## config.mk

```make
export PLATFORM = sky130hd
export DESIGN_NAME = urx_regmap
export DESIGN_NICKNAME = d
export VERILOG_FILES = /design/src/rtl/urx_regmap.v
export VERILOG_INCLUDE_DIRS = /design/src /design/src/rtl
export SDC_FILE = /design/constraint.sdc
export NUM_CORES = 1
export LEC_CHECK = 0
export BUFFER_PORTS_ARGS = -buffer_cell sky130_fd_sc_hd__buf_2
export CORE_MARGIN = 2
export CORE_UTILIZATION = 60
export CTS_CLUSTER_DIAMETER = 50
export DETAILED_ROUTE_END_ITERATION = 10
export HOLD_SLACK_MARGIN = 0.06
export PLACE_DENSITY = 0.91
export SLEW_MARGIN = 10
export SYNTH_ARGS = -nofsm -noshare
export SYNTH_HDL_FRONTEND = slang
export SYNTH_SLANG_ARGS = --single-unit
```

## constraint.sdc

```tcl
create_clock -name clk -period 3.6 [get_ports clk]
set_input_delay 0 -clock clk [delete_from_list [all_inputs] [get_ports clk]]
set_output_delay 0 -clock clk [all_outputs]
set_load 0.02 [all_outputs]
```

## src/rtl/urx_defines.vh

```
// Register offsets, field positions, reset values and encodings of the register map block
`ifndef URX_DEFINES_VH
`define URX_DEFINES_VH
`define URX_ADDR_W          3
`define URX_A_DATA          3'h0
`define URX_A_MASK          3'h1
`define URX_A_SRC           3'h2
`define URX_A_FMT           3'h3
`define URX_A_MCTL          3'h4
`define URX_A_LINE          3'h5
`define URX_A_MODEM         3'h6
`define URX_A_SCRATCH       3'h7
`define URX_ENH_KEY         8'hbf
`define URX_FMT_DIVEN       7
`define URX_EFR_ENH         4
`define URX_FCR_RXEN        0
`define URX_FCR_RXRST       1
`define URX_MASK_RX         0
`define URX_MASK_TX         1
`define URX_MASK_LINE       2
`define URX_MASK_MODEM      3
`define URX_LOW_NIBBLE      8'h0f
`define URX_UPPER_MCTL      8'he0
`define URX_DLD_MASK        8'h3f
`define URX_RESET_BYTE      8'h00
`define URX_SRC_NONE        8'h01
`define URX_SRC_LINE        8'h06
`define URX_SRC_RXDATA      8'h04
`define URX_SRC_TX          8'h02
`define URX_SRC_MODEM       8'h00
`define URX_SRC_FIFO_ON     8'hc0
`define URX_TRIG_1          5'h01
`define URX_TRIG_4          5'h04
`define URX_TRIG_8          5'h08
`define URX_TRIG_14         5'h0e
`define URX_DIV_ZERO        16'h0000
`define URX_NIBBLE_ZERO     4'h0
`define URX_FCR_WR_ENH      8'hf9
`define URX_FCR_WR_STD      8'hc9
`define URX_SRC_STD         8'hcf
`endif

```

## src/rtl/urx_regmap.v

```verilog
// Upper register map and receive-FIFO interrupt / data-ready logic of one channel
// Summary of operation
// - Mask gates rx, tx, line, modem interrupts
// - Source register reports highest unmasked pending interrupt
// - FIFO and rx mask on: trigger drives source
// - Interrupt raised when fill reaches trigger
// - Interrupt dropped when fill below trigger
// - Source bit and output clear together
// - Data-ready sets when character enters FIFO
// - Data-ready clears only when FIFO empty
// - Enhanced fields writable only with enhance bit
// - Mask register at 001 when divisor bit 0
// - 010 reads source, writes FIFO control
// - Line status read-only at 101 unless key
`default_nettype none
`include "urx_defines.vh"
module urx_regmap #(
    parameter DEPTH     = 16,
    parameter CNT_W     = 5,
    parameter [7:0] REV_CODE = 8'h01, // Arbitrary value
    parameter [7:0] DEV_ID   = 8'h5a  // Arbitrary value
) (
    input  wire        clk,
    input  wire        rst_n,
    input  wire [2:0]  addr,
    input  wire        cs,
    input  wire        rd,
    input  wire        wr,
    input  wire [7:0]  wdata,
    output reg  [7:0]  rdata,
    input  wire        rxValid,
    output wire        rxReady,
    input  wire [7:0]  rxChar,
    input  wire        txEmpty,
    input  wire        lineEvent,
    input  wire [7:0]  modemStatus,
    output wire        irq,
    output reg  [7:0]  divisorLow,
    output reg  [7:0]  divisorHigh,
    output reg  [7:0]  divisorFraction,
    output reg  [7:0]  enhancedFeature,
    output reg  [7:0]  modemCtrl,
    output reg  [7:0]  lineFormat
);
////////////////////////////////////////////////////////////////////////////////
// Depth as a count-wide constant, so the full compare has no width mismatch
localparam [CNT_W-1:0] DEPTH_C = DEPTH;

////////////////////////////////////////////////////////////////////////////////
// Identity codes replace the divisor bytes only while the whole divisor is zero
function divisor_is_zero;
    input [7:0] low;
    input [7:0] high;
    begin
        divisor_is_zero = ({low, high} == `URX_DIV_ZERO);
    end
endfunction

// Trigger select decode
function [4:0] trig_of;
    input [1:0] sel;
    begin
        case (sel)
            2'd0:    trig_of = `URX_TRIG_1;
            2'd1:    trig_of = `URX_TRIG_4;
            2'd2:    trig_of = `URX_TRIG_8;
            default: trig_of = `URX_TRIG_14;
        endcase
    end
endfunction

////////////////////////////////////////////////////////////////////////////////
reg  [7:0]       irqMask;
reg  [7:0]       fifoCtrl;
reg  [7:0]       scratch;
reg  [7:0]       resumeOne;
reg  [7:0]       resumeTwo;
reg  [7:0]       pauseOne;
reg  [7:0]       pauseTwo;
reg  [7:0]       sourceReg;
reg              dataReady;
reg  [7:0]       buf0;
reg  [7:0]       buf1;
reg  [1:0]       bufCount;
reg  [7:0]       fifoMem [0:DEPTH-1];
reg  [CNT_W-1:0] fifoCount;
reg  [CNT_W-2:0] wrPtr;
reg  [CNT_W-2:0] rdPtr;
reg  [4:0]       trigLevel;
reg  [7:0]       next_source;
wire             keyMode  = (lineFormat == `URX_ENH_KEY);
wire             divMode  = lineFormat[`URX_FMT_DIVEN];
wire             enhOn    = enhancedFeature[`URX_EFR_ENH];
wire             doWr     = cs & wr;
wire             doRd     = cs & rd;
wire             fifoOn   = fifoCtrl[`URX_FCR_RXEN];
wire             bufOut   = (bufCount != 2'd0);
wire             fifoFull = (fifoCount == DEPTH_C);
wire             popData  = doRd & ~divMode & (addr == `URX_A_DATA) & (fifoCount != 0);
wire             pushData = bufOut & ~fifoFull;
wire             rxReset  = doWr & ~keyMode & (addr == `URX_A_SRC) & wdata[`URX_FCR_RXRST];
// Both sides widened to the same width so neither count nor level is cut
wire             trigHit  = ({5'h00, fifoCount} >= {{CNT_W{1'b0}}, trigLevel});
wire             rxIrq    = fifoOn ? trigHit : (fifoCount != 0);

// Two-entry skid buffer: the FIFO stalls it when full, and it stalls the receiver
// A character offered in the cycle the buffer fills lands in the second entry,
// so a stall never drops a word
assign rxReady = (bufCount != 2'd2);

always @(posedge clk or negedge rst_n) begin
    if (!rst_n) begin
        bufCount <= 2'd0;
        buf0     <= `URX_RESET_BYTE;
        buf1     <= `URX_RESET_BYTE;
    end else begin
        case ({rxValid & rxReady, pushData})
            2'b10: begin
                if (bufCount == 2'd0) begin
                    buf0 <= rxChar;
                end else begin
                    buf1 <= rxChar;
                end
                bufCount <= bufCount + 2'd1;
            end
            2'b01: begin
                buf0     <= buf1;
                bufCount <= bufCount - 2'd1;
            end
            2'b11: begin
                if (bufCount == 2'd1) begin
                    buf0 <= rxChar;
                end else begin
                    buf0 <= buf1;
                    buf1 <= rxChar;
                end
            end
            default: begin
                bufCount <= bufCount;
            end
        endcase
    end
end

////////////////////////////////////////////////////////////////////////////////
// Receive FIFO
// Storage has no reset: it is only read behind a nonzero count
always @(posedge clk) begin
    if (pushData) fifoMem[wrPtr] <= buf0;
end

always @(posedge clk or negedge rst_n) begin
    if (!rst_n) begin
        fifoCount <= {CNT_W{1'b0}};
        wrPtr     <= {(CNT_W-1){1'b0}};
        rdPtr     <= {(CNT_W-1){1'b0}};
        dataReady <= 1'b0;
    end else if (rxReset) begin
        fifoCount <= {CNT_W{1'b0}};
        wrPtr     <= {(CNT_W-1){1'b0}};
        rdPtr     <= {(CNT_W-1){1'b0}};
        dataReady <= 1'b0;
    end else begin
        if (pushData) begin
            wrPtr <= wrPtr + 1'b1;
        end
        if (popData) begin
            rdPtr <= rdPtr + 1'b1;
        end
        fifoCount <= fifoCount + {{(CNT_W-1){1'b0}}, pushData}
                               - {{(CNT_W-1){1'b0}}, popData};
        // Set wins: a push in the same cycle as the last pop keeps it high
        if (pushData) begin
            dataReady <= 1'b1;
        end else if (popData && fifoCount == {{(CNT_W-1){1'b0}}, 1'b1}) begin
            dataReady <= 1'b0;
        end
    end
end

////////////////////////////////////////////////////////////////////////////////
// Trigger level select from FIFO control bits 7:6, the same in every mode
always @* begin
    trigLevel = trig_of(fifoCtrl[7:6]);
end

// Priority: line, rx data, tx empty, modem
// Only the highest pending cause is coded; lower ones wait their turn
always @* begin
    next_source = `URX_SRC_NONE;
    if (irqMask[`URX_MASK_MODEM] && modemStatus[3:0] != `URX_NIBBLE_ZERO)
        next_source = `URX_SRC_MODEM;
    if (irqMask[`URX_MASK_TX] && txEmpty)
        next_source = `URX_SRC_TX;
    // Level-driven: with FIFO on, appears at trigger and drops with fill below it; with FIFO off, set while any data
    if (irqMask[`URX_MASK_RX] && rxIrq)
        next_source = `URX_SRC_RXDATA;
    if (irqMask[`URX_MASK_LINE] && lineEvent)
        next_source = `URX_SRC_LINE;
    if (fifoOn)
        next_source = next_source | `URX_SRC_FIFO_ON;
end

always @(posedge clk or negedge rst_n) begin
    if (!rst_n) sourceReg <= `URX_SRC_NONE;
    else sourceReg <= next_source;
end

// Output and source bit share one register, so they clear together
assign irq = ~sourceReg[0];

////////////////////////////////////////////////////////////////////////////////
// Register writes
// Gated writes are dropped silently; the host sees no error
always @(posedge clk or negedge rst_n) begin
    if (!rst_n) begin
        irqMask         <= `URX_RESET_BYTE;
        fifoCtrl        <= `URX_RESET_BYTE;
        lineFormat      <= `URX_RESET_BYTE;
        modemCtrl       <= `URX_RESET_BYTE;
        scratch         <= `URX_RESET_BYTE;
        divisorLow      <= `URX_RESET_BYTE;
        divisorHigh     <= `URX_RESET_BYTE;
        divisorFraction <= `URX_RESET_BYTE;
        enhancedFeature <= `URX_RESET_BYTE;
        resumeOne       <= `URX_RESET_BYTE;
        resumeTwo       <= `URX_RESET_BYTE;
        pauseOne        <= `URX_RESET_BYTE;
        pauseTwo        <= `URX_RESET_BYTE;
    end else if (doWr) begin
        case (addr)
            `URX_A_DATA: begin
                if (divMode && !keyMode) divisorLow <= wdata;
            end
            `URX_A_MASK: begin
                if (!divMode)
                    irqMask <= enhOn ? wdata : (wdata & `URX_LOW_NIBBLE);
                else if (!keyMode) divisorHigh <= wdata;
            end
            `URX_A_SRC: begin
                if (keyMode) enhancedFeature <= wdata;
                else if (divMode) begin
                    if (enhOn) divisorFraction <= wdata & `URX_DLD_MASK;
                end else
                    // Reset bits self-clear; tx trigger bits need enhanced mode
                    fifoCtrl <= enhOn ? (wdata & `URX_FCR_WR_ENH)
                                      : (wdata & `URX_FCR_WR_STD);
            end
            `URX_A_FMT: lineFormat <= wdata;
            `URX_A_MCTL: begin
                if (keyMode) resumeOne <= wdata;
                else if (enhOn) modemCtrl <= wdata;
                else begin
                    modemCtrl <= (modemCtrl & `URX_UPPER_MCTL) | (wdata & ~`URX_UPPER_MCTL);
                end
            end
            `URX_A_LINE: begin
                if (keyMode) resumeTwo <= wdata;
            end
            `URX_A_MODEM: begin
                if (keyMode) pauseOne <= wdata;
            end
            default: begin
                if (keyMode) pauseTwo <= wdata;
                else scratch <= wdata;
            end
        endcase
    end
end

////////////////////////////////////////////////////////////////////////////////
// Read data, registered; identity codes appear only with a zero divisor
always @(posedge clk or negedge rst_n) begin
    if (!rst_n) rdata <= `URX_RESET_BYTE;
    else if (doRd) begin
        case (addr)
            `URX_A_DATA: begin
                if (keyMode) rdata <= divisorLow;
                else if (divMode)
                    rdata <= divisor_is_zero(divisorLow, divisorHigh) ? REV_CODE : divisorLow;
                else rdata <= (fifoCount != 0) ? fifoMem[rdPtr] : `URX_RESET_BYTE;
            end
            `URX_A_MASK: begin
                if (!divMode) rdata <= irqMask;
                else if (!keyMode && divisor_is_zero(divisorLow, divisorHigh)) rdata <= DEV_ID;
                else rdata <= divisorHigh;
            end
            `URX_A_SRC: begin
                if (keyMode) rdata <= enhancedFeature;
                else if (divMode) rdata <= divisorFraction & `URX_DLD_MASK;
                else rdata <= enhOn ? sourceReg : (sourceReg & `URX_SRC_STD);
            end
            `URX_A_FMT:   rdata <= lineFormat;
            `URX_A_MCTL:  rdata <= keyMode ? resumeOne : modemCtrl;
            `URX_A_LINE:  rdata <= keyMode ? resumeTwo
                                    : {1'b0, txEmpty, txEmpty, `URX_NIBBLE_ZERO, dataReady};
            `URX_A_MODEM: rdata <= keyMode ? pauseOne : modemStatus;
            default:      rdata <= keyMode ? pauseTwo : scratch;
        endcase
    end
end
endmodule
`default_nettype wire

```

* Yosys cells after proc, flatten, opt, wreduce, memory -nomap -nowiden
Memory sizes are Yosys's and may differ from the RTL's.
Cells that the tools add are included.
** Word-level totals
- Flip-flop bits (word level) :: 150
- Bits in writable memories :: 128
- Bits of input ports :: 35
- Output and inout port bits :: 58
- Logic and storage cells :: 143
- Memories kept :: 1
** Memories
- fifoMem :: depth 16, width 8, rd ports 1, clocked after Yosys merged registers in 0, write ports 1, line urx_regmap.v:85 : reg [7:0] fifoMem [0:DEPTH-1];
** Cells by class
- Add/subtract/negate cells :: 6
- $lt $le $gt $ge :: 1
- Eq/ne operators :: 19
- Multiplexer cells :: 41
- Bitwise operators :: 16
- Reductions and logical operators :: 37
** Operator list (count)
- $mux W8 :: 22
- $pmux W8 S7 :: 1
- $reduce_and A3 Y1 :: 10
- $pmux W8 S3 :: 1
- $logic_not A16 Y1 :: 1
- $mux W4 :: 4
- $pmux W8 S2 :: 1
- $mux W6 :: 2
- $pmux W4 S3 :: 1
- $and A1 B1 Y1 :: 10
- $reduce_bool A2 Y1 :: 5
- $eq A3 B3 Y1 const B :: 3
- $add A4 B1 Y4 const B :: 2
- $eq A8 B8 Y1 const B :: 1
- $ne A2 B2 Y1 const B :: 4
- $or A8 B5 Y8 :: 1
- $reduce_and A4 Y1 :: 2
- $logic_and A1 B1 Y1 :: 7
- $mux W1 :: 7
- $reduce_or A7 Y1 :: 1
- $eq A2 B1 Y1 const B :: 3
- $eq A2 B2 Y1 const B :: 3
- $eq A3 B2 Y1 const B :: 2
- $reduce_bool A3 Y1 :: 2
- 18 further kinds :: 24

* Logic depth before layout (Yosys ltp)
Gate-level depths: netlist of run 1.
- Depth in word-level cells :: 8
- Depth in mapped cells :: 17
- Depth with buffers taken out :: 16

* Worst setup path before layout of run 1
OpenSTA, ideal clock, no wires.
- Kind :: reg2reg
- Start :: register fifoCount[3]
- End :: register fifoCount[4]
- Library setup time :: 0.077 ns
- Data arrival time :: 2.700 ns
- Data required time :: 3.523 ns
- Slack :: 0.822 ns
- Cell stages (with the launch flop) :: 18
- Buffers on the path :: 1
- Period minus slack after synthesis :: 2.778 ns
- Cells stage by stage :: dfrtp_1 > inv_1 > ha_1 > nand2b_1 > o311a_1 > buf_2 > nand2_1 > inv_1 > ha_1 > inv_1 > ha_1 > inv_1 > fa_1 > inv_1 > a21oi_1 > nor2_1 > or3_1 > a21oi_1
** On the way
- Word-level cells in the longest chain between the ends :: 6
- Elaborated cells between the ends (all ways) :: 8
- Classes of those cells :: add/sub: 2; eq/ne: 1; mux: 1; bitwise: 3; reduce/logical: 1
** Ends and longest elaborated chain
- start: declaration :: line urx_regmap.v:86 : reg [CNT_W-1:0] fifoCount;
- start signal: assignment :: line urx_regmap.v:154 : fifoCount <= {CNT_W{1'b0}};
- start signal: assignment :: line urx_regmap.v:159 : fifoCount <= {CNT_W{1'b0}};
- start signal: assignment :: line urx_regmap.v:170 : fifoCount <= fifoCount + {{(CNT_W-1){1'b0}}, pushData}
- $eq A5 B5 Y1 :: line urx_regmap.v:98 : wire fifoFull = (fifoCount == DEPTH_C);
- $not A1 Y1 :: line urx_regmap.v:100 : wire pushData = bufOut & ~fifoFull;
- $and A1 B1 Y1 :: line urx_regmap.v:100
- $add A5 B1 Y5 :: line urx_regmap.v:170
- $sub A5 B1 Y5 * :: line urx_regmap.v:171 : - {{(CNT_W-1){1'b0}}, popData};
- $mux W5 * :: line urx_regmap.v:158 : end else if (rxReset) begin
Every way passes the cells marked *; elsewhere a longest branch is shown, timed or not.
A chain may end at the register's enable or synchronous reset.

* Final worst setup path of run 1
- Start :: register fifoCount[2]
- End :: register fifoCount[4]
The elaborated chain is that of the path after synthesis.

==> results of run 1 <==
## worst max path at each step
stage                         to  depth (start not counted)
floorplan           fifoCount[4]                         17
global placement    fifoCount[4]                         16
finish              fifoCount[4]                         16
CTS                 fifoCount[4]                         16
global route        fifoCount[4]                         16
detailed placement  fifoCount[4]                         16
## layer usage
| layer | routed length (um) | track usage (%) |
|---|---|---|
| met1 | 11900 | 40.8 |
| met2 | 15400 | 49.0 |
| met3 | 3580 | 7.25 |
| met4 | 1440 | 11.3 |
| met5 | 0 | 0 |
## where the power goes
group | switching [uW] | leakage [uW] | internal, uW
registers | 634 | 0.00299 | 4010
clock network | 1230 | 0.000450 | 1710
logic | 1430 | 0.00236 | 1120
## kinds of logic (layout without fill, tap and decap cells)
group | after synthesis | count (layout) | share of synthesized area, %
and+or+nand+nor | 207 | 207 | 8.56
AOI/OAI and AO/OA | 119 | 119 | 6.48
xor gates and xnor gates | 11 | 11 | 0.791
muxes | 168 | 168 | 18.5
buffers and inverters | 73 | 203 | 2.75
DFF | 269 | 269 | 60.6
adders and majority gates | 22 | 22 | 2.32
other | 1 | 2 | 0.0308
## registers in the layout (all words and copies together), names as in the netlist, 8 cells and up
signal           cells
enhancedFeature      8
divisorHigh          8
pauseOne             8
scratch              8
rdata                8
lineFormat           8
buf1                 8
pauseTwo             8
buf0                 8
resumeTwo            8
irqMask              8
fifoMem            128
resumeOne            8
modemCtrl            8
divisorLow           8
## cells in the mapped netlist, types with 3 or more instances
library cell / count
a21o_1: 3
a21oi_1: 24
a221oi_1: 3
a22oi_1: 11
a31oi_1: 5
and2_1: 17
and3_1: 4
buf_2: 16
buf_4: 9
clkbuf_1: 22
dfrtp_1: 140
edfxtp_1: 128
ha_1: 21
inv_1: 23
mux2_2: 102
mux2i_1: 33
mux4_1: 8
mux4_2: 25
nand2_1: 80
nand2b_1: 9
nand3_1: 17
nand4_1: 7
nor2_1: 32
nor2_2: 6
nor2b_1: 7
nor3_1: 7
nor3b_1: 4
nor4_1: 5
o211ai_1: 8
o21ai_0: 32
o221ai_1: 8
o22ai_1: 3
o32a_1: 3
o41ai_1: 4
or3_1: 3
xnor2_1: 6
xor2_1: 5
## cell type report
type | count | area (sq um)
Clock buffer | 36 | 754
Clock inverter | 14 | 178
Fill cell | 1220 | 6070
Inverter | 23 | 86.3
Multi-Input combinational cell | 529 | 4470
Sequential cell | 269 | 7370
Tap cell | 270 | 338
Timing Repair Buffer | 130 | 832
## per-stage QoR
| step | setup WS, ns | hold slack (ns) | area, sq um | util [%] |
|---|---|---|---|---|
| 3_3_place_gp | 0.610 | 0.208 | 12800 | 63.9 |
| 6_report | 0.284 | 0.0779 | 14000 | 69.8 |
| 3_5_place_dp | 0.472 | 0.212 | 12800 | 63.9 |
| 5_1_grt | 0.109 | 0.0918 | 14000 | 69.8 |
| 2_1_floorplan | 0.822 | -0.296 | 12200 | - |
| 4_1_cts | 0.327 | 0.0603 | 14000 | 69.8 |
## worst max-delay path, delay by kind of cell (launching register included)
family | cells | cell delay (ns)
adders and majority gates | 4 | 0.92
buffers and inverters | 5 | 0.43
DFF | 1 | 0.41
AOI/OAI and AO/OA | 3 | 0.74
and+or+nand+nor | 4 | 0.74
==> metrics.md, run 1 <==
| Metric | Value |
|---|---|
| Post-DP HPWL | 20.7 mm |
| Critical Path RT | 4.07 ns |
| Crit path from | fifoCount[2] |
| Most used flip-flop cell after synthesis | dfrtp_1 |
| Io pins | between 90 and 100 |
| Initial antenna violation count | 0 |
| Max Clock Skew | about 0.017 ns |
| Post-CTS Setup Bufs | 0 |
| Clock Sinks | 269 |
| Most common cell after layout, fill and taps aside | dfrtp_1 |
| Hold depth | 5 |
| R2R setup slack | 0.28 ns |
| Synth area leader | edfxtp_1 |
| Yosys warnings | 0 |
| Vias in the first global route | 8,537 |
| EDFF count, synth | about 130 |
| Pin count of the biggest net entering global routing | 114 |
| Leak | 0.00580 uW |
| Critical Path Start Type | flip-flop |
| CTS tree | yes |
| Hold Path Sink | rdata[6] |
| Max rail drop VDD | slightly below 0.0007 V |
| Vias per Instance | ~6.6 |
| P&R area growth vs syn | 15.3% |
| Final ANT Viol Nets | 0 |
| Power per Cell Area | 722 nW/um^2 |
| Mapped cell area | approximately 12,000 sq um |
| Final Hold Violating Endpoints | 0 |
| Antenna Cells | 0 |
| Die Ht | around 150 um |
| First-pass DRT Iterations | 6 |
| GPL Wtd Cong | 0.971 |
| Cells after DPL | between 1,000 and 1,500 |
| Via count | 8,403 |
| CP Capture Type | flip-flop |
| Hold-fix buffers, CTS | 25 |
| Max Clk Rate | about 300 MHz |
| Max Root-Sink Buffers | 3 |
| Port Buf Inserts | 90 |
| Most used cell, CP | inv_1 |
| Fraction of layout cells with a size suffix above 1 | 29.1% |
| TritonCTS Buffers | 27 |
| Tot GR Track Use | 30.4% |
| Row count | 52 |
| Maxcap violations | 0 |
| Ranking of synthesized cells by area | edfxtp_1 (32%), dfrtp_1 (29%), mux2_2 (9.4%), mux4_2 (4.6%), mux2i_1 (2.7%) |
| Grt ovf | 0 |
| Commonest non-fill, non-tap cells in the layout | dfrtp_1 (140), edfxtp_1 (128), mux2_2 (102) |
| Unrepaired setup endpoints after global routing | false |
| Status | finished, final reports clean |
| Final min period | between 3 and 4 ns |
| Final period util | about 92% |
| CP arrival | 3.79 ns |
| Hold Path Class | in2reg |
| Total negative setup slack | 0 ns |
| Non-filler cells, final | 1,271 |
| CTS root buffer | clkbuf_16 |
| Avg WL per Cell | 25.4 um |
| CP Cell Sequence | inv_1 > ha_1 > nand2b_1 > o311a_1 > nand2_1 > inv_1 > ha_1 > inv_1 > ha_1 > inv_1 > fa_1 > inv_1 > a21oi_1 > nor2_1 > or3_1 > a21oi_1 |
| Slowest CP cell | o311a_1 |
| Clk slew on worst S/H paths | 0.06 ns |
| H-tree depth | 1 |
| Seq cells post-synth | ~270 |
| Core ar. | ~20,000 sq um |
| Worst slew pin tran | 1.03 ns |
| Post-cts sizing count | 0 |
| Synthesized instance count | just under 900 |
| Yosys cell types | 61 |
| Slowest Stage Delay on Critical Path | 0.47 ns |
| WL final | between 30 and 40 mm |
| Rel. slew slack | 31.4% |
| Syn_area_per_cell | 14.0 sq um |
| Worst reg2reg startpoint | fifoCount[2] |
| Worst reg2reg path endpoint | fifoCount[4] |
| Final setup viols | 0 |
| Hold Crit Start | rd |
| Residual DRC | 0 |
| Reg2reg path depth | 16 |
| Async S/R FF share, synth | a little over half |
| Synth top area share | 31.6% |
| First-pass GRT wire length | 50.0 mm |
| Slew Limit Fails | 0 |
| Critical path class | reg2reg |
| Total power | just over 10,000 uW |
| Initial DRC count | slightly below 1,000 |
| Die Area | approximately 21,000 sq um |
| Final Net Count | approximately 1,000 |
| Max FO, Critical Path | 9 |
| Initial core utilization | 60.6% |
| Die span in x | about 150 um |
| Register area share after synthesis | 60.6% |
| Worst-skew pair later-pin latency | ~0.55 ns |
Note: power is estimated with default switching activity, not from simulation.
==> run 2, diff against run 1 <==
--- a/config.mk
+++ b/config.mk
@@ -7,12 +7,14 @@
 export NUM_CORES = 1
 export LEC_CHECK = 0
 export BUFFER_PORTS_ARGS = -buffer_cell sky130_fd_sc_hd__buf_2
+export CELL_PAD_IN_SITES_DETAIL_PLACEMENT = 1
+export CELL_PAD_IN_SITES_GLOBAL_PLACEMENT = 1
 export CORE_MARGIN = 2
-export CORE_UTILIZATION = 60
+export CORE_UTILIZATION = 50
 export CTS_CLUSTER_DIAMETER = 50
 export DETAILED_ROUTE_END_ITERATION = 10
 export HOLD_SLACK_MARGIN = 0.06
-export PLACE_DENSITY = 0.91
+export PLACE_DENSITY = 0.9
 export SLEW_MARGIN = 10
 export SYNTH_ARGS = -nofsm -noshare
 export SYNTH_HDL_FRONTEND = slang
==> metrics.md, run 2 (same netlist as run 1, synthesis figures left out) <==
| Metric | Value |
|---|---|
| Max Clock Skew | 0.0280 ns (was 0.0165 ns) |
| Maxcap violations | 0 (unchanged) |
| CTS root buffer | clkbuf_16 (unchanged) |
| Vias per Instance | 6.25 (was 6.61) |
| Die span in x | 160 um (was 146 um) |
| Rel. slew slack | 29.6% (was 31.4%) |
| Initial antenna violation count | 1 (was 0) |
| Critical Path RT | 4.07 ns (about the same) |
| Port Buf Inserts | 90 (unchanged) |
| Max Root-Sink Buffers | 3 (unchanged) |
| Residual DRC | 0 (unchanged) |
| Final setup viols | 0 (unchanged) |
| Final min period | 3.27 ns (was 3.32 ns) |
| Final Net Count | 1,038 (was 1,037) |
| Power per Cell Area | 723 nW/um^2 (was 722 nW/um^2) |
| Tot GR Track Use | 29.4% (was 30.4%) |
| Final core utilization | 58.4% (was 69.8%) |
| Unrepaired setup endpoints after global routing | false (unchanged) |
| CP arrival | 3.74 ns (was 3.79 ns) |
| Final Hold Violating Endpoints | 0 (unchanged) |
| Final ANT Viol Nets | 0 (unchanged) |
| Die Area | 25,600 sq um (was 21,400 sq um) |
| WL final | 37.2 mm (was 32.3 mm) |
| Initial DRC count | 879 (was 989) |
| CTS tree | yes (unchanged) |
| Row count | 57 (was 52) |
| First-pass DRT Iterations | 5 (was 6) |
| Grt ovf | 0 (unchanged) |
| Avg WL per Cell | 28.0 um (was 25.4 um) |
| Critical Path Start Type | flip-flop (unchanged) |
| Antenna Cells | 0 (unchanged) |
| Pin count of the biggest net entering global routing | 100 (was 114) |
| Hold Path Class | in2reg (unchanged) |
| Post-DP HPWL | 23.8 mm (was 20.7 mm) |
| CP Capture Type | flip-flop (unchanged) |
| P&R area growth vs syn | 15.5% (was 15.3%) |
| Reg with most FFs | fifoMem (unchanged) |
| GPL Wtd Cong | 0.929 (was 0.971) |
| Dpl ws | 0.392 ns (was 0.472 ns) |
| Max FO, Critical Path | 9 (unchanged) |
| Fillers | 2,376 (was 1,220) |
| Io pins | 93 (unchanged) |
| Core ar. | 24,100 sq um (was 20,100 sq um) |
| Fraction of layout cells with a size suffix above 1 | 29.1% (about the same) |
| Initial core utilization | 50.5% (was 60.6%) |
| DP Area | 12,900 sq um (was 12,800 sq um) |
| Max FFs per register | 128 (unchanged) |
| Hold-fix buffers, CTS | 24 (was 25) |
| Max Clk Rate | 306 MHz (was 302 MHz) |
| Post-cts sizing count | 0 (unchanged) |
| Clock Sinks | 269 (unchanged) |
| Status | finished, final reports clean (unchanged) |
| Most common cell after layout, fill and taps aside | dfrtp_1 (unchanged) |
| TritonCTS Buffers | 29 (was 27) |
| Final period util | 90.9% (was 92.1%) |
| Sequential Area | 7370 sq um (unchanged) |
| Worst-skew pair later-pin latency | 0.56 ns (was 0.55 ns) |
| Multi-input logic area | 4470 sq um (unchanged) |
| Post-CTS Setup Bufs | 0 (unchanged) |
| Clk slew on worst S/H paths | 0.06 ns (about the same) |
| Leak | 0.00580 uW (about the same) |
| Max rail drop VDD | 0.000577 V (was 0.000673 V) |
| Finished Cell Area | 14,100 sq um (was 14,000 sq um) |
| Vias in the first global route | 9,012 (was 8,537) |
| H-tree depth | 1 (unchanged) |
| Critical path class | reg2reg (unchanged) |
| Die Ht | 160 um (was 146 um) |
| Worst slew pin tran | 1.05 ns (was 1.03 ns) |
| Slew Limit Fails | 0 (unchanged) |
| Total negative setup slack | 0 ns (unchanged) |
| First-pass GRT wire length | 57.0 mm (was 50.0 mm) |
| Post-route setup slack | 0.328 ns (was 0.284 ns) |
| Via count | 8,294 (was 8,403) |
| Commonest non-fill, non-tap cells in the layout | dfrtp_1 (140), edfxtp_1 (128), mux2_2 (102) (unchanged) |
## run 2: final cells by class
type,count,area share (%)
flip-flops and latches,269,52.4
clock inverters,14,0.809
well taps,324,2.88
repair buffers,129,5.76
multi-input cells,529,31.8
clock buffers,40,5.74
inverters,23,0.614
## run 2: power by group
group          internal (uW)  switching [uW]  total, uW
Sequential              4010             650       4660
Combinational           1080            1520       2600
Clock                   1650            1260       2910
## run 2: routing by layer
| metal | global-route usage [%] | vias to the layer above | wire length (um) |
|---|---|---|---|
| met5 | 0 | - | 0 |
| met4 | 11.5 | 0 | 1550 |
| met3 | 6.29 | 123 | 3000 |
| met2 | 48.8 | 443 | 18300 |
| met1 | 38.2 | 4249 | 14300 |
| li1 | - | 3479 | - |
## run 2: final timing paths
kind	startpoint	to	slack, ns	depth (start not counted)
min in group asynchronous	rst_n	modemCtrl[5]	0.11	2
worst max-delay path	fifoCount[2]	fifoCount[4]	0.33	16
worst max register to register	fifoCount[2]	fifoCount[4]	0.33	16
worst min-delay path	modemStatus[3]	rdata[3]	0.1	5
max in group asynchronous	rst_n	buf1[2]	2.53	3
worst min register to register	fifoCtrl[0]	sourceReg[6]	0.50	0
## run 2: critical path: stages (launching register included)
cell and delay, ns:
dfrtp_1 0.40, inv_1 0.11, ha_1 0.20, nand2b_1 0.14, o311a_1 0.48, nand2_1 0.19, inv_1 0.12, ha_1 0.29
inv_1 0.04, ha_1 0.19, inv_1 0.07, fa_1 0.20, inv_1 0.06, a21oi_1 0.13, nor2_1 0.06, or3_1 0.34
a21oi_1 0.16
## run 2: through the flow
step	power [uW]	std cells	hold slack, ns
5_1_grt	10600	1328	0.103
3_3_place_gp	6930	1250	0.166
6_report	10200	1328	0.0994
2_1_floorplan	6180	871	-0.296
4_1_cts	10100	1328	0.0857
3_5_place_dp	7160	1250	0.161
==> run 3, diff against run 2 <==
--- a/config.mk
+++ b/config.mk
@@ -9,7 +9,7 @@
 export BUFFER_PORTS_ARGS = -buffer_cell sky130_fd_sc_hd__buf_2
 export CELL_PAD_IN_SITES_DETAIL_PLACEMENT = 1
 export CELL_PAD_IN_SITES_GLOBAL_PLACEMENT = 1
-export CORE_MARGIN = 2
+export CORE_MARGIN = 1
 export CORE_UTILIZATION = 50
 export CTS_CLUSTER_DIAMETER = 50
 export DETAILED_ROUTE_END_ITERATION = 10
==> metrics.md, run 3 (same netlist as run 1, synthesis figures left out) <==
| Metric | Value |
|---|---|
| Status | finished, final reports clean (unchanged) |
| Worst slew pin tran | 1.09 ns (was 1.05 ns) |
| CP arrival | 3.68 ns (was 3.74 ns) |
| Critical Path Start Type | flip-flop (unchanged) |
| CTS tree | yes (unchanged) |
| DP Area | 12,900 sq um (about the same) |
| Final Net Count | 1,042 (was 1,038) |
| Slowest CP cell | o311a_1 (unchanged) |
| Final ANT Viol Nets | 0 (unchanged) |
| Initial core utilization | 51.4% (was 50.5%) |
| Initial DRC count | 1,194 (was 879) |
| Io pins | 93 (unchanged) |
| Die span in x | 158 um (was 160 um) |
| Final setup viols | 0 (unchanged) |
| Final period util | 88.4% (was 90.9%) |
| Commonest non-fill, non-tap cells in the layout | dfrtp_1 (140), edfxtp_1 (128), mux2_2 (102) (unchanged) |
| Fraction of layout cells with a size suffix above 1 | 29.6% (was 29.1%) |
| TritonCTS Buffers | 31 (was 29) |
| Post-DP HPWL | 24.4 mm (was 23.8 mm) |
| Sequential share of power | 44.0% (was 45.9%) |
| Final Hold Violating Endpoints | 0 (unchanged) |
| Switch Pwr | 3560 uW (was 3430 uW) |
| Die Ht | 158 um (was 160 um) |
| Vias in the first global route | 9,432 (was 9,012) |
| Tot GR Track Use | 33.5% (was 29.4%) |
| Hold Path Class | in2reg (unchanged) |
| CP Cell Sequence | inv_1 > ha_1 > nand2b_1 > o311a_1 > nand2_1 > inv_1 > ha_1 > inv_1 > ha_1 > inv_1 > fa_1 > inv_1 > a21oi_1 > nor2_1 > or3_1 > a21oi_1 (unchanged) |
| CP Capture Type | flip-flop (unchanged) |
| Max rail drop VDD | 0.000738 V (was 0.000577 V) |
| Unrepaired setup endpoints after global routing | false (unchanged) |
| Row count | 56 (was 57) |
| Antenna Cells | 0 (unchanged) |
| Power per Cell Area | 747 nW/um^2 (was 723 nW/um^2) |
| Leak | 0.00588 uW (was 0.00580 uW) |
| Clock power frac | 31.0% (was 28.6%) |
| Die Area | 25,000 sq um (was 25,600 sq um) |
| First-pass DRT Iterations | 5 (unchanged) |
| Max Root-Sink Buffers | 3 (unchanged) |
| Worst-skew pair later-pin latency | 0.58 ns (was 0.56 ns) |
| Max FFs per register | 128 (unchanged) |
| Max Clk Rate | 314 MHz (was 306 MHz) |
| Avg WL per Cell | 30.3 um (was 28.0 um) |
| Max FO, Critical Path | 9 (unchanged) |
| Slowest Stage Delay on Critical Path | 0.47 ns (was 0.48 ns) |
| Critical Path RT | 4.10 ns (was 4.07 ns) |
| Pin count of the biggest net entering global routing | 99 (was 100) |
| Grt ovf | 0 (unchanged) |
| GPL Wtd Cong | 0.922 (was 0.929) |
| Net Sw Frac | 33.5% (was 33.7%) |
| Finished Cell Area | 14,200 sq um (was 14,100 sq um) |
| Clock Sinks | 269 (unchanged) |
| Port Buf Inserts | 90 (unchanged) |
| Total negative setup slack | 0 ns (unchanged) |
| Most used cell, CP | inv_1 (unchanged) |
| Residual DRC | 0 (unchanged) |
| Post-cts sizing count | 0 (unchanged) |
| Max Clock Skew | 0.0283 ns (was 0.0280 ns) |
| Fillers | 2,326 (was 2,376) |
| Core ar. | 23,700 sq um (was 24,100 sq um) |
| Final min period | 3.18 ns (was 3.27 ns) |
| Gate power share | 25.0% (was 25.6%) |
| Sequential Area | 7370 sq um (unchanged) |
| Dpl ws | 0.455 ns (was 0.392 ns) |
| Vias per Instance | 6.55 (was 6.25) |
| Reg with most FFs | fifoMem (unchanged) |
| Most common cell after layout, fill and taps aside | dfrtp_1 (unchanged) |
| Multi-input logic area | 4470 sq um (unchanged) |
| CTS root buffer | clkbuf_16 (unchanged) |
| Via count | 8,701 (was 8,294) |
| H-tree depth | 1 (unchanged) |
| Initial antenna violation count | 0 (was 1) |
| Rel. slew slack | 26.6% (was 29.6%) |
| First-pass GRT wire length | 60.2 mm (was 57.0 mm) |
| WL final | 40.3 mm (was 37.2 mm) |
| Slew Limit Fails | 0 (unchanged) |
| P&R area growth vs syn | 16.9% (was 15.5%) |
| Pint | 7070 uW (was 6740 uW) |
| Critical path class | reg2reg (unchanged) |
| Post-route setup slack | 0.418 ns (was 0.328 ns) |
| Clk slew on worst S/H paths | 0.06 ns (about the same) |
| Maxcap violations | 0 (unchanged) |
==> run 3: critical path: cells and delay by family (launching register included) <==
kind / cells / cell delay, ns
buffers and inverters: 5 / 0.39
AOI/OAI and AO/OA: 3 / 0.72
and+or+nand+nor: 4 / 0.69
DFF: 1 / 0.41
adders and majority gates: 4 / 0.88
==> run 3: worst paths after layout <==
check | start | to | slack, ns | cells after the start
max in group asynchronous | rst_n | sourceReg[0] | 2.50 | 3
max | fifoCount[3] | fifoCount[4] | 0.42 | 16
min reg2reg | fifoCtrl[0] | sourceReg[6] | 0.48 | 0
min in group asynchronous | rst_n | resumeOne[0] | 0.13 | 2
min | modemStatus[7] | rdata[7] | 0.07 | 5
max reg2reg | fifoCount[3] | fifoCount[4] | 0.42 | 16
==> run 3: power groups by stage <==
stage | Sequential, uW | Clock [uW] | Combinational [uW]
after detailed placement | 4690 | 0 | 2500
after CTS | 4650 | 3290 | 2620
final | 4680 | 3300 | 2660
after floorplan | 4480 | 0 | 1700
after global placement | 4610 | 0 | 2350
after global routing | 4740 | 3390 | 2860
==> run 3: metal layers <==
| layer | track usage [%] | vias up | part of all wire (%) |
|---|---|---|---|
| met5 | 1.04 | - | 0.084 |
| met4 | 17.7 | 2 | 5.8 |
| met3 | 8.71 | 195 | 9.7 |
| met2 | 54.1 | 584 | 48 |
| met1 | 41.3 | 4442 | 37 |
| li1 | - | 3478 | - |
==> run 3: repair_timing <==
action	in CTS	in global routing
hold endpoints to repair	215	0
setup buffers	0	0
hold buffers	24	0
==> run 3: through the flow <==
step                util, %  cells  total power (uW)  hold WS, ns
finish                 60.1   1329             10600       0.0725
global route           60.1   1329             11000       0.0962
CTS                    60.1   1329             10600       0.0667
detailed placement     54.6   1247              7180        0.167
global placement       54.6   1247              6950        0.163
floorplan                 -    871              6180       -0.296
==> run 3: area by class of cell <==
cell class | count | area share, %
sequential | 269 | 51.8
multi-input combinational | 529 | 31.4
clock buffer | 40 | 5.90
timing repair buffer | 131 | 5.88
tap | 319 | 2.81
clock inverter | 18 | 1.57
inverter | 23 | 0.607
